**src/lcso_pkg.sv**
```systemverilog
// constants shared by the link configuration status output block
package lcso_pkg;
    localparam int LTSSM_W      = 6;
    localparam int NUM_PF       = 2;
    localparam int OBFF_W       = 2;
    localparam int DPA_STATE_W  = 5;
    localparam logic [5:0] LTSSM_DETECT_QUIET = 6'h00;
    localparam logic [5:0] LTSSM_L0           = 6'h10;
    localparam logic [5:0] LTSSM_HOT_RESET    = 6'h27;
    localparam logic [1:0] OBFF_DISABLED      = 2'h0;
    localparam logic [1:0] OBFF_MSG_A         = 2'h1;
    localparam logic [1:0] OBFF_MSG_B         = 2'h2;
    localparam logic [1:0] OBFF_WAKE          = 2'h3;
    localparam logic       RCB_64             = 1'b0;
    localparam logic       RCB_128            = 1'b1;
    localparam int RP_RCB_BIT   = 0;
endpackage

```
**src/lcso_link_event.sv**
```systemverilog
// sticky link event status bits and root-port link event notification
`timescale 1ns/1ns
`default_nettype none
module lcso_link_event
(
    // clock and reset
    input  wire logic CLK_SYS_I,
    input  wire logic SYS_RST_I,
    // mode
    input  wire logic root_port_i,
    // event pulses
    input  wire logic bw_mgmt_evt_i,
    input  wire logic auto_bw_evt_i,
    input  wire logic eq_req_evt_i,
    // interrupt enables
    input  wire logic bw_mgmt_ie_i,
    input  wire logic auto_bw_ie_i,
    input  wire logic eq_ie_i,
    // status clears (software write-one-to-clear)
    input  wire logic bw_mgmt_clr_i,
    input  wire logic auto_bw_clr_i,
    input  wire logic eq_req_clr_i,
    // results
    output logic      bw_mgmt_sts_o,
    output logic      auto_bw_sts_o,
    output logic      eq_req_sts_o,
    output logic      notify_o
);
    logic bw_reg;
    logic auto_reg;
    logic eq_reg;
    logic notify_reg;
    logic bw_next;
    logic auto_next;
    logic eq_next;
    logic notify_next;

    // set wins over a clear in the same cycle
    assign bw_next     = bw_mgmt_evt_i | (bw_reg & ~bw_mgmt_clr_i);
    assign auto_next   = auto_bw_evt_i | (auto_reg & ~auto_bw_clr_i);
    assign eq_next     = eq_req_evt_i | (eq_reg & ~eq_req_clr_i);
    // endpoint never notifies
    assign notify_next = root_port_i & ((bw_mgmt_evt_i & bw_mgmt_ie_i)
                       | (auto_bw_evt_i & auto_bw_ie_i)
                       | (eq_req_evt_i & eq_ie_i));

    always_ff @(posedge CLK_SYS_I or posedge SYS_RST_I)
    begin
        if (SYS_RST_I)
        begin
            bw_reg     <= 1'b0;
            auto_reg   <= 1'b0;
            eq_reg     <= 1'b0;
            notify_reg <= 1'b0;
        end
        else
        begin
            bw_reg     <= bw_next;
            auto_reg   <= auto_next;
            eq_reg     <= eq_next;
            notify_reg <= notify_next;
        end
    end

    assign bw_mgmt_sts_o = bw_reg;
    assign auto_bw_sts_o = auto_reg;
    assign eq_req_sts_o  = eq_reg;
    assign notify_o      = notify_reg;
endmodule
`default_nettype wire

```
**src/lcso_status_out.sv**
```systemverilog
// registered configuration status outputs toward the user logic
`timescale 1ns/1ns
`default_nettype none
// What this block does
// Drive 6-bit training state code, e.g. 00 detect quiet, 10 L0, 27 hot reset.
// Completion boundary status bit: 0 means 64 bytes, 1 means 128 bytes.
// Endpoint: completion boundary bit n reports physical function n.
// Root mode: bit 0 reports root port setting, bit 1 reserved.
// Endpoint: one-cycle pulse when config write changes power allocation state.
// Each power allocation notify bit belongs to one function; bit 0 is function 0.
// Power allocation notify stays inactive in root port mode.
// Buffer flush/fill enable field presented as 00/01/10/11 encodings.
// Root port: notify on local bandwidth change when its interrupt enable set.
// Root port: notify on autonomous bandwidth change when its enable set.
// Equalization request sets status; root port notifies when its enable set.
// Link event notification never asserted as an endpoint.
// All outputs registered on user clock; levels follow fields continuously.
module lcso_status_out
#(
    parameter int NUM_PF      = lcso_pkg::NUM_PF,
    parameter int DPA_STATE_W = lcso_pkg::DPA_STATE_W
)
(
    // clock and reset
    input  wire logic                    CLK_SYS_I,
    input  wire logic                    SYS_RST_I,
    // configuration
    input  wire logic                    ROOT_PORT_I,
    input  wire logic [5:0]              LTSSM_STATE_I,
    input  wire logic [NUM_PF-1:0]       RCB_SETTING_I,
    input  wire logic [1:0]              OBFF_FIELD_I,
    // power allocation control writes, per function
    input  wire logic [NUM_PF-1:0]       DPA_WR_I,
    input  wire logic [DPA_STATE_W-1:0]  DPA_WR_DATA_I,
    // link events and enables
    input  wire logic                    BW_MGMT_EVT_I,
    input  wire logic                    AUTO_BW_EVT_I,
    input  wire logic                    EQ_REQ_EVT_I,
    input  wire logic                    BW_MGMT_IE_I,
    input  wire logic                    AUTO_BW_IE_I,
    input  wire logic                    EQ_IE_I,
    input  wire logic                    BW_MGMT_CLR_I,
    input  wire logic                    AUTO_BW_CLR_I,
    input  wire logic                    EQ_REQ_CLR_I,
    // status outputs
    output logic [5:0]                   LTSSM_STATE_O,
    output logic [NUM_PF-1:0]            RCB_STATUS_O,
    output logic [NUM_PF-1:0]            DPA_SUBSTATE_CHANGE_O,
    output logic [1:0]                   OBFF_ENABLE_O,
    output logic                         BW_MGMT_STS_O,
    output logic                         AUTO_BW_STS_O,
    output logic                         EQ_REQ_STS_O,
    output logic                         LINK_EVENT_NOTIFY_O
);
    // all-clear values used in reset
    localparam logic [NUM_PF-1:0]      PF_NONE       = '0;
    localparam logic [DPA_STATE_W-1:0] DPA_STATE_RST = '0;

    // level copies
    logic [5:0]             ltssm_reg;
    logic [5:0]             ltssm_next;
    logic [1:0]             obff_reg;
    logic [1:0]             obff_next;

    // completion boundary status
    logic [NUM_PF-1:0]      rcb_reg;
    logic [NUM_PF-1:0]      rcb_next;

    // power allocation notification
    logic [NUM_PF-1:0]      dpa_pulse_reg;
    logic [NUM_PF-1:0]      dpa_pulse_next;
    logic [DPA_STATE_W-1:0] dpa_state_reg [NUM_PF];
    logic                   endpoint_mode;

    // one live bit in root mode, every bit live as an endpoint
    function automatic logic rcb_bit_valid
    (
        input logic root_mode,
        input int   idx
    );
        rcb_bit_valid = !root_mode || (idx == lcso_pkg::RP_RCB_BIT);
    endfunction

    // a write is an event only if the stored substate moves;
    // rewriting the same substate must stay silent
    function automatic logic dpa_write_changes
    (
        input logic                   wr,
        input logic [DPA_STATE_W-1:0] new_state,
        input logic [DPA_STATE_W-1:0] old_state
    );
        dpa_write_changes = wr && (new_state != old_state);
    endfunction

    // mode is a strap, assumed stable while traffic runs
    assign endpoint_mode = ~ROOT_PORT_I;
    assign ltssm_next    = LTSSM_STATE_I;
    assign obff_next     = OBFF_FIELD_I;

    // root mode: reserved boundary bits read as 64 bytes
    genvar g;
    generate
        for (g = 0; g < NUM_PF; g++)
        begin : g_rcb
            assign rcb_next[g] = rcb_bit_valid(ROOT_PORT_I, g)
                               ? RCB_SETTING_I[g] : lcso_pkg::RCB_64;
        end
        // root port never pulses, though the stored substate still tracks writes
        for (g = 0; g < NUM_PF; g++)
        begin : g_dpa
            assign dpa_pulse_next[g] = endpoint_mode
                                     & dpa_write_changes(DPA_WR_I[g], DPA_WR_DATA_I,
                                                         dpa_state_reg[g]);

            // updated in both modes so a later endpoint write compares correctly
            always_ff @(posedge CLK_SYS_I or posedge SYS_RST_I)
            begin
                if (SYS_RST_I)
                begin
                    dpa_state_reg[g] <= DPA_STATE_RST;
                end
                else if (DPA_WR_I[g])
                begin
                    dpa_state_reg[g] <= DPA_WR_DATA_I;
                end
            end
        end
    endgenerate

    // reset code is detect quiet, so user logic sees no link yet
    always_ff @(posedge CLK_SYS_I or posedge SYS_RST_I)
    begin
        if (SYS_RST_I)
        begin
            ltssm_reg <= lcso_pkg::LTSSM_DETECT_QUIET;
        end
        else
        begin
            ltssm_reg <= ltssm_next;
        end
    end

    // reserved bit held low in root mode
    always_ff @(posedge CLK_SYS_I or posedge SYS_RST_I)
    begin
        if (SYS_RST_I)
        begin
            rcb_reg <= PF_NONE;
        end
        else
        begin
            rcb_reg <= rcb_next;
        end
    end

    // pulses last exactly one cycle
    always_ff @(posedge CLK_SYS_I or posedge SYS_RST_I)
    begin
        if (SYS_RST_I)
        begin
            dpa_pulse_reg <= PF_NONE;
        end
        else
        begin
            dpa_pulse_reg <= dpa_pulse_next;
        end
    end

    // field passes unchanged; user logic picks the signalling
    always_ff @(posedge CLK_SYS_I or posedge SYS_RST_I)
    begin
        if (SYS_RST_I)
        begin
            obff_reg <= lcso_pkg::OBFF_DISABLED;
        end
        else
        begin
            obff_reg <= obff_next;
        end
    end

    // status bits set in both modes so software can poll them
    lcso_link_event u_link_event
    (
        // clock and reset
        .CLK_SYS_I     (CLK_SYS_I),
        .SYS_RST_I     (SYS_RST_I),

        // mode
        .root_port_i   (ROOT_PORT_I),

        // event pulses
        .bw_mgmt_evt_i (BW_MGMT_EVT_I),
        .auto_bw_evt_i (AUTO_BW_EVT_I),
        .eq_req_evt_i  (EQ_REQ_EVT_I),

        // interrupt enables
        .bw_mgmt_ie_i  (BW_MGMT_IE_I),
        .auto_bw_ie_i  (AUTO_BW_IE_I),
        .eq_ie_i       (EQ_IE_I),

        // status clears
        .bw_mgmt_clr_i (BW_MGMT_CLR_I),
        .auto_bw_clr_i (AUTO_BW_CLR_I),
        .eq_req_clr_i  (EQ_REQ_CLR_I),

        // results
        .bw_mgmt_sts_o (BW_MGMT_STS_O),
        .auto_bw_sts_o (AUTO_BW_STS_O),
        .eq_req_sts_o  (EQ_REQ_STS_O),
        .notify_o      (LINK_EVENT_NOTIFY_O)
    );

    // every output is a flop, so user logic needs no retiming stage
    assign LTSSM_STATE_O         = ltssm_reg;
    assign RCB_STATUS_O          = rcb_reg;
    assign DPA_SUBSTATE_CHANGE_O = dpa_pulse_reg;
    assign OBFF_ENABLE_O         = obff_reg;
endmodule
`default_nettype wire

```
**config.mk**
```make
export PLATFORM = sky130hd
export DESIGN_NAME = lcso_status_out
export DESIGN_NICKNAME = d
export VERILOG_FILES = /design/src/lcso_pkg.sv /design/src/lcso_link_event.sv /design/src/lcso_status_out.sv
export SDC_FILE = /design/constraint.sdc
export NUM_CORES = 1
export LEC_CHECK = 0
export BUFFER_PORTS_ARGS = -buffer_cell sky130_fd_sc_hd__buf_2
export CAP_MARGIN = 0
export CORE_MARGIN = 1.5
export CORE_UTILIZATION = 45
export CTS_BUF_LIST = sky130_fd_sc_hd__clkbuf_8
export CTS_CLUSTER_SIZE = 24
export DETAILED_ROUTE_END_ITERATION = 10
export PLACE_DENSITY = 0.77
export RECOVER_POWER = 25
export SKIP_CTS_REPAIR_TIMING = 1
export SYNTH_ARGS = -nofsm -noshare
export SYNTH_HDL_FRONTEND = slang
export SYNTH_SLANG_ARGS = --single-unit
```
**constraint.sdc**
```tcl
create_clock -name CLK_SYS_I -period 2.4 [get_ports CLK_SYS_I]
set_clock_uncertainty 0.15 [all_clocks]
set_input_delay 0.12 -clock CLK_SYS_I [delete_from_list [all_inputs] [get_ports CLK_SYS_I]]
set_output_delay 0.12 -clock CLK_SYS_I [all_outputs]
set_load 0.01 [all_outputs]
```
==> run_summary.xml <==
<?xml version="1.0" encoding="UTF-8"?>
<metrics>
  <group name="run_status">
    <metric name="status" unit="">complete, but fails checks</metric>
    <metric name="violations" unit="">hold timing</metric>
  </group>
  <group name="logic_synthesis">
    <metric name="synth.avg_cell_area" unit="µm²">14.9</metric>
    <metric name="synth.distinct_cells" unit="">11</metric>
    <metric name="netlist_area" unit="µm²">956</metric>
    <metric name="synth-compound-area-share" unit="">0.0524</metric>
    <metric name="synth_simple_gate_area_frac" unit="">0.0236</metric>
    <metric name="synth.ff_latch_count" unit="">26</metric>
    <metric name="synth.area.mux_share" unit="">0.118</metric>
    <metric name="largest_family_of_logic_cells_by_synthesized_area" unit="">multiplexers</metric>
    <metric name="synth_seq_area_share" unit="">0.681</metric>
    <metric name="post_synth_fa_ha_maj_area_fraction" unit="">0</metric>
    <metric name="syn_nets" unit="">93</metric>
    <metric name="postSynthCellCount" unit="">64</metric>
    <metric name="yosysWarningCount" unit="">0</metric>
    <metric name="synth-xor-area-share" unit="">0.0916</metric>
  </group>
  <group name="floorplan">
    <metric name="die_x" unit="µm">49.1</metric>
    <metric name="initial_core_util" unit="">0.482</metric>
    <metric name="floorplan.die_area" unit="µm²">2410</metric>
    <metric name="floorplan.io_pins" unit="">45</metric>
    <metric name="num_rows" unit="">16</metric>
    <metric name="die_height" unit="µm">49.1</metric>
    <metric name="core_area" unit="µm²">1980</metric>
  </group>
  <group name="global_routing">
    <metric name="grt_antenna_before_repair" unit="">0</metric>
    <metric name="global_route.peak_usage_layer" unit="">met2</metric>
    <metric name="largest_net_degree_at_the_start_of_global_routing" unit="">27</metric>
    <metric name="grtUsageMet3" unit="">0.0307</metric>
    <metric name="grt_usage" unit="">0.160</metric>
    <metric name="globalRouteOverflowTotal" unit="">0</metric>
    <metric name="gr-usage-met1" unit="">0.179</metric>
    <metric name="grt_util_met2" unit="">0.286</metric>
    <metric name="wire_length_of_the_first_global_routing_pass" unit="µm">2860</metric>
    <metric name="vias_in_the_first_global_route" unit="">653</metric>
  </group>
  <group name="final_layout">
    <metric name="seqCellArea" unit="µm²">651</metric>
    <metric name="num-fill-cells" unit="">145</metric>
    <metric name="p_r_area_growth_vs_syn" unit="%">47.8</metric>
    <metric name="final_net_count" unit="">156</metric>
    <metric name="ratio_of_cells_with_drive_above_1_in_the_final_layout" unit="">0.444</metric>
    <metric name="number_of_diodes" unit="">0</metric>
    <metric name="largest_reg_flops" unit="">10</metric>
    <metric name="multiInputGateArea" unit="µm²">273</metric>
  </group>
  <group name="timing">
    <metric name="max_freq" unit="GHz">0.677</metric>
    <metric name="grt_setup_unrepaired" unit="">no</metric>
    <metric name="finalSetupViolCount" unit="">0</metric>
    <metric name="final.hold.worst_slack" unit="ns">-0.0865</metric>
    <metric name="fin_crit" unit="ns">1.48</metric>
    <metric name="finalHoldViolCount" unit="">29</metric>
    <metric name="setup-tns-final" unit="ns">0</metric>
    <metric name="slew-limit-headroom" unit="">0.376</metric>
    <metric name="timing.final.crit_share" unit="">0.616</metric>
    <metric name="worstMarginPinSlew" unit="ns">0.935</metric>
    <metric name="timing.final.max_slew_violations" unit="">0</metric>
  </group>
  <group name="power">
    <metric name="fraction_of_power_spent_switching_nets" unit="">0.225</metric>
    <metric name="power_switching" unit="W">0.000202</metric>
    <metric name="static-leakage-power" unit="nW">0.703</metric>
    <metric name="vdd_drop_max" unit="mV">0.377</metric>
    <metric name="internal_power" unit="W">0.000693</metric>
    <metric name="combinationalPowerShare" unit="">0.152</metric>
    <metric name="clkPwrFrac" unit="">0.305</metric>
    <metric name="p_total" unit="W">0.000895</metric>
    <metric name="power_per_cell_area" unit="nW/µm²">633</metric>
    <metric name="pwr-share-seq" unit="">0.543</metric>
  </group>
  <group name="flow_run">
    <metric name="max_cap_violations" unit="">0</metric>
  </group>
  <group name="drt">
    <metric name="postRouteAntennaNets" unit="">0</metric>
    <metric name="detail_routed_net_length_per_standard_cell" unit="µm">13.7</metric>
    <metric name="first_drt_iteration_drcs" unit="">4</metric>
    <metric name="routed_via_density" unit="">4.78</metric>
    <metric name="routed_wl" unit="µm">2090</metric>
    <metric name="route.vias.total" unit="">732</metric>
    <metric name="drcViolationCount" unit="">0</metric>
    <metric name="dr.pass1.iters" unit="">4</metric>
  </group>
  <group name="setup_path">
    <metric name="critical_path_cell_list" unit="">dlygate4sd3_1 &gt; buf_2 &gt; a21o_1 &gt; dlygate4sd3_1</metric>
    <metric name="worstPathRequired" unit="ns">2.40</metric>
    <metric name="worstPathMaxFanout" unit="">2</metric>
    <metric name="crit_end_element" unit="">flip-flop</metric>
    <metric name="worst_ep_arrival_time" unit="ns">1.48</metric>
    <metric name="timing.critical_path.slowest_cell_delay" unit="ns">0.55</metric>
    <metric name="timing_worst_setup_path_type" unit="">input port to flip-flop</metric>
    <metric name="crit_path_top_delay_cell" unit="">dlygate4sd3_1</metric>
    <metric name="critical_path.most_common_cell" unit="">dlygate4sd3_1</metric>
    <metric name="critical_path_source_type" unit="">input port</metric>
  </group>
  <group name="clock_tree">
    <metric name="tritoncts.num_buffers" unit="">3</metric>
    <metric name="clockBufferDepth" unit="">2</metric>
    <metric name="cts_root_buffer" unit="">clkbuf_8</metric>
    <metric name="tritoncts_clock_tree" unit="">done</metric>
    <metric name="clk_slew_on_worst_s_h_paths" unit="ns">0.08</metric>
    <metric name="clock_tree.htree_level_count" unit="">1</metric>
    <metric name="clock_insertion_delay_at_the_later_pin_of_the_skew_report" unit="ns">0.26</metric>
    <metric name="numClockSinks" unit="">26</metric>
  </group>
  <group name="placed_design">
    <metric name="hpwlAfterDp" unit="µm">1340</metric>
    <metric name="portBuffers" unit="">44</metric>
    <metric name="place.gp.congestion" unit="">0.745</metric>
  </group>
  <group name="min_path">
    <metric name="hold_path.class" unit="">input port to asynchronous set/reset pin</metric>
  </group>
</metrics>
==> layout make-up <==
type                       instances  share of cell area
sequential                        26               0.461
timing repair buffer              60               0.267
multi-input combinational         30               0.193
clock buffer                       4              0.0390
tap                               27              0.0239
inverter                           6              0.0159
==> cells in the mapped netlist (all sizes together) <==
master / instances / area share
clkbuf: 2 / 0.010
a21o: 3 / 0.024
mux2: 10 / 0.12
a222oi: 1 / 0.010
dfrtp: 26 / 0.68
inv: 6 / 0.024
nor3: 2 / 0.010
a311oi: 2 / 0.018
xnor2: 4 / 0.037
xor2: 6 / 0.055
nor2b: 2 / 0.013
==> layout by cell type, fill, tap and decap left out <==
cell,instances
buf_2,42
dfrtp_1,26
dlygate4sd3_1,16
mux2_2,10
xor2_1,6
inv_1,6
xnor2_1,4
clkbuf_8,4
a21o_1,3
nor3_1,2
a311oi_1,2
nor2b_1,2
clkbuf_1,2
a222oi_1,1
==> worst max-delay path, delay by kind of cell <==
kind / cells / cell delay [ns]
compound gates: 1 / 0.15
buf+inv: 3 / 1.21
==> logic make-up after synthesis <==
group                  count (synthesis)
flip-flops                            26
buffers and inverters                  8
AND/OR/NAND/NOR                        4
XOR/XNOR                              10
AO/OA/AOI/OAI                          6
multiplexers                          10
==> final timing paths <==
check | cells past startpoint | from | endpoint | slack [ns]
setup / recovery | 4 | AUTO_BW_EVT_I | u_link_event.auto_bw_sts_o | 0.92
hold / removal | 2 | SYS_RST_I | DPA_SUBSTATE_CHANGE_O[1] | -0.09
setup reg to reg | 2 | u_link_event.auto_bw_sts_o | u_link_event.auto_bw_sts_o | 1.05
hold reg to reg | 1 | u_link_event.eq_req_sts_o | u_link_event.eq_req_sts_o | 0.36
max in group asynchronous | 2 | SYS_RST_I | dpa_state_reg[9] | 1.62
min in group CLK_SYS_I | 3 | EQ_REQ_CLR_I | u_link_event.eq_req_sts_o | -0.01
==> metrics by stage <==
stage	utilization	area [µm²]	cells	setup slack (ns)	hold slack [ns]
3_3_place_gp	0.605	1200	133	1.28	0.0784
3_5_place_dp	0.605	1200	133	1.27	0.0801
6_report	0.713	1410	153	0.922	-0.0865
5_1_grt	0.713	1410	153	0.910	-0.000857
4_1_cts	0.633	1250	137	1.20	-0.198
2_1_floorplan	-	956	64	1.34	0.00143
==> per-layer routing <==
layer	part of all wire	up-vias
met4	0.011	0
met3	0.066	4
met5	0	-
met2	0.53	36
li1	-	333
met1	0.39	359
==> power by group through the flow <==
stage | clock, W | sequential [W] | combinational, W
after floorplan | 0 | 0.000500 | 0.0000550
after global placement | 0 | 0.000492 | 0.000111
after CTS | 0.000280 | 0.000486 | 0.000116
after global routing | 0.000295 | 0.000490 | 0.000149
final | 0.000273 | 0.000486 | 0.000136
after detailed placement | 0 | 0.000495 | 0.000115
No activity file was read; power rests on OpenSTA's default activity.
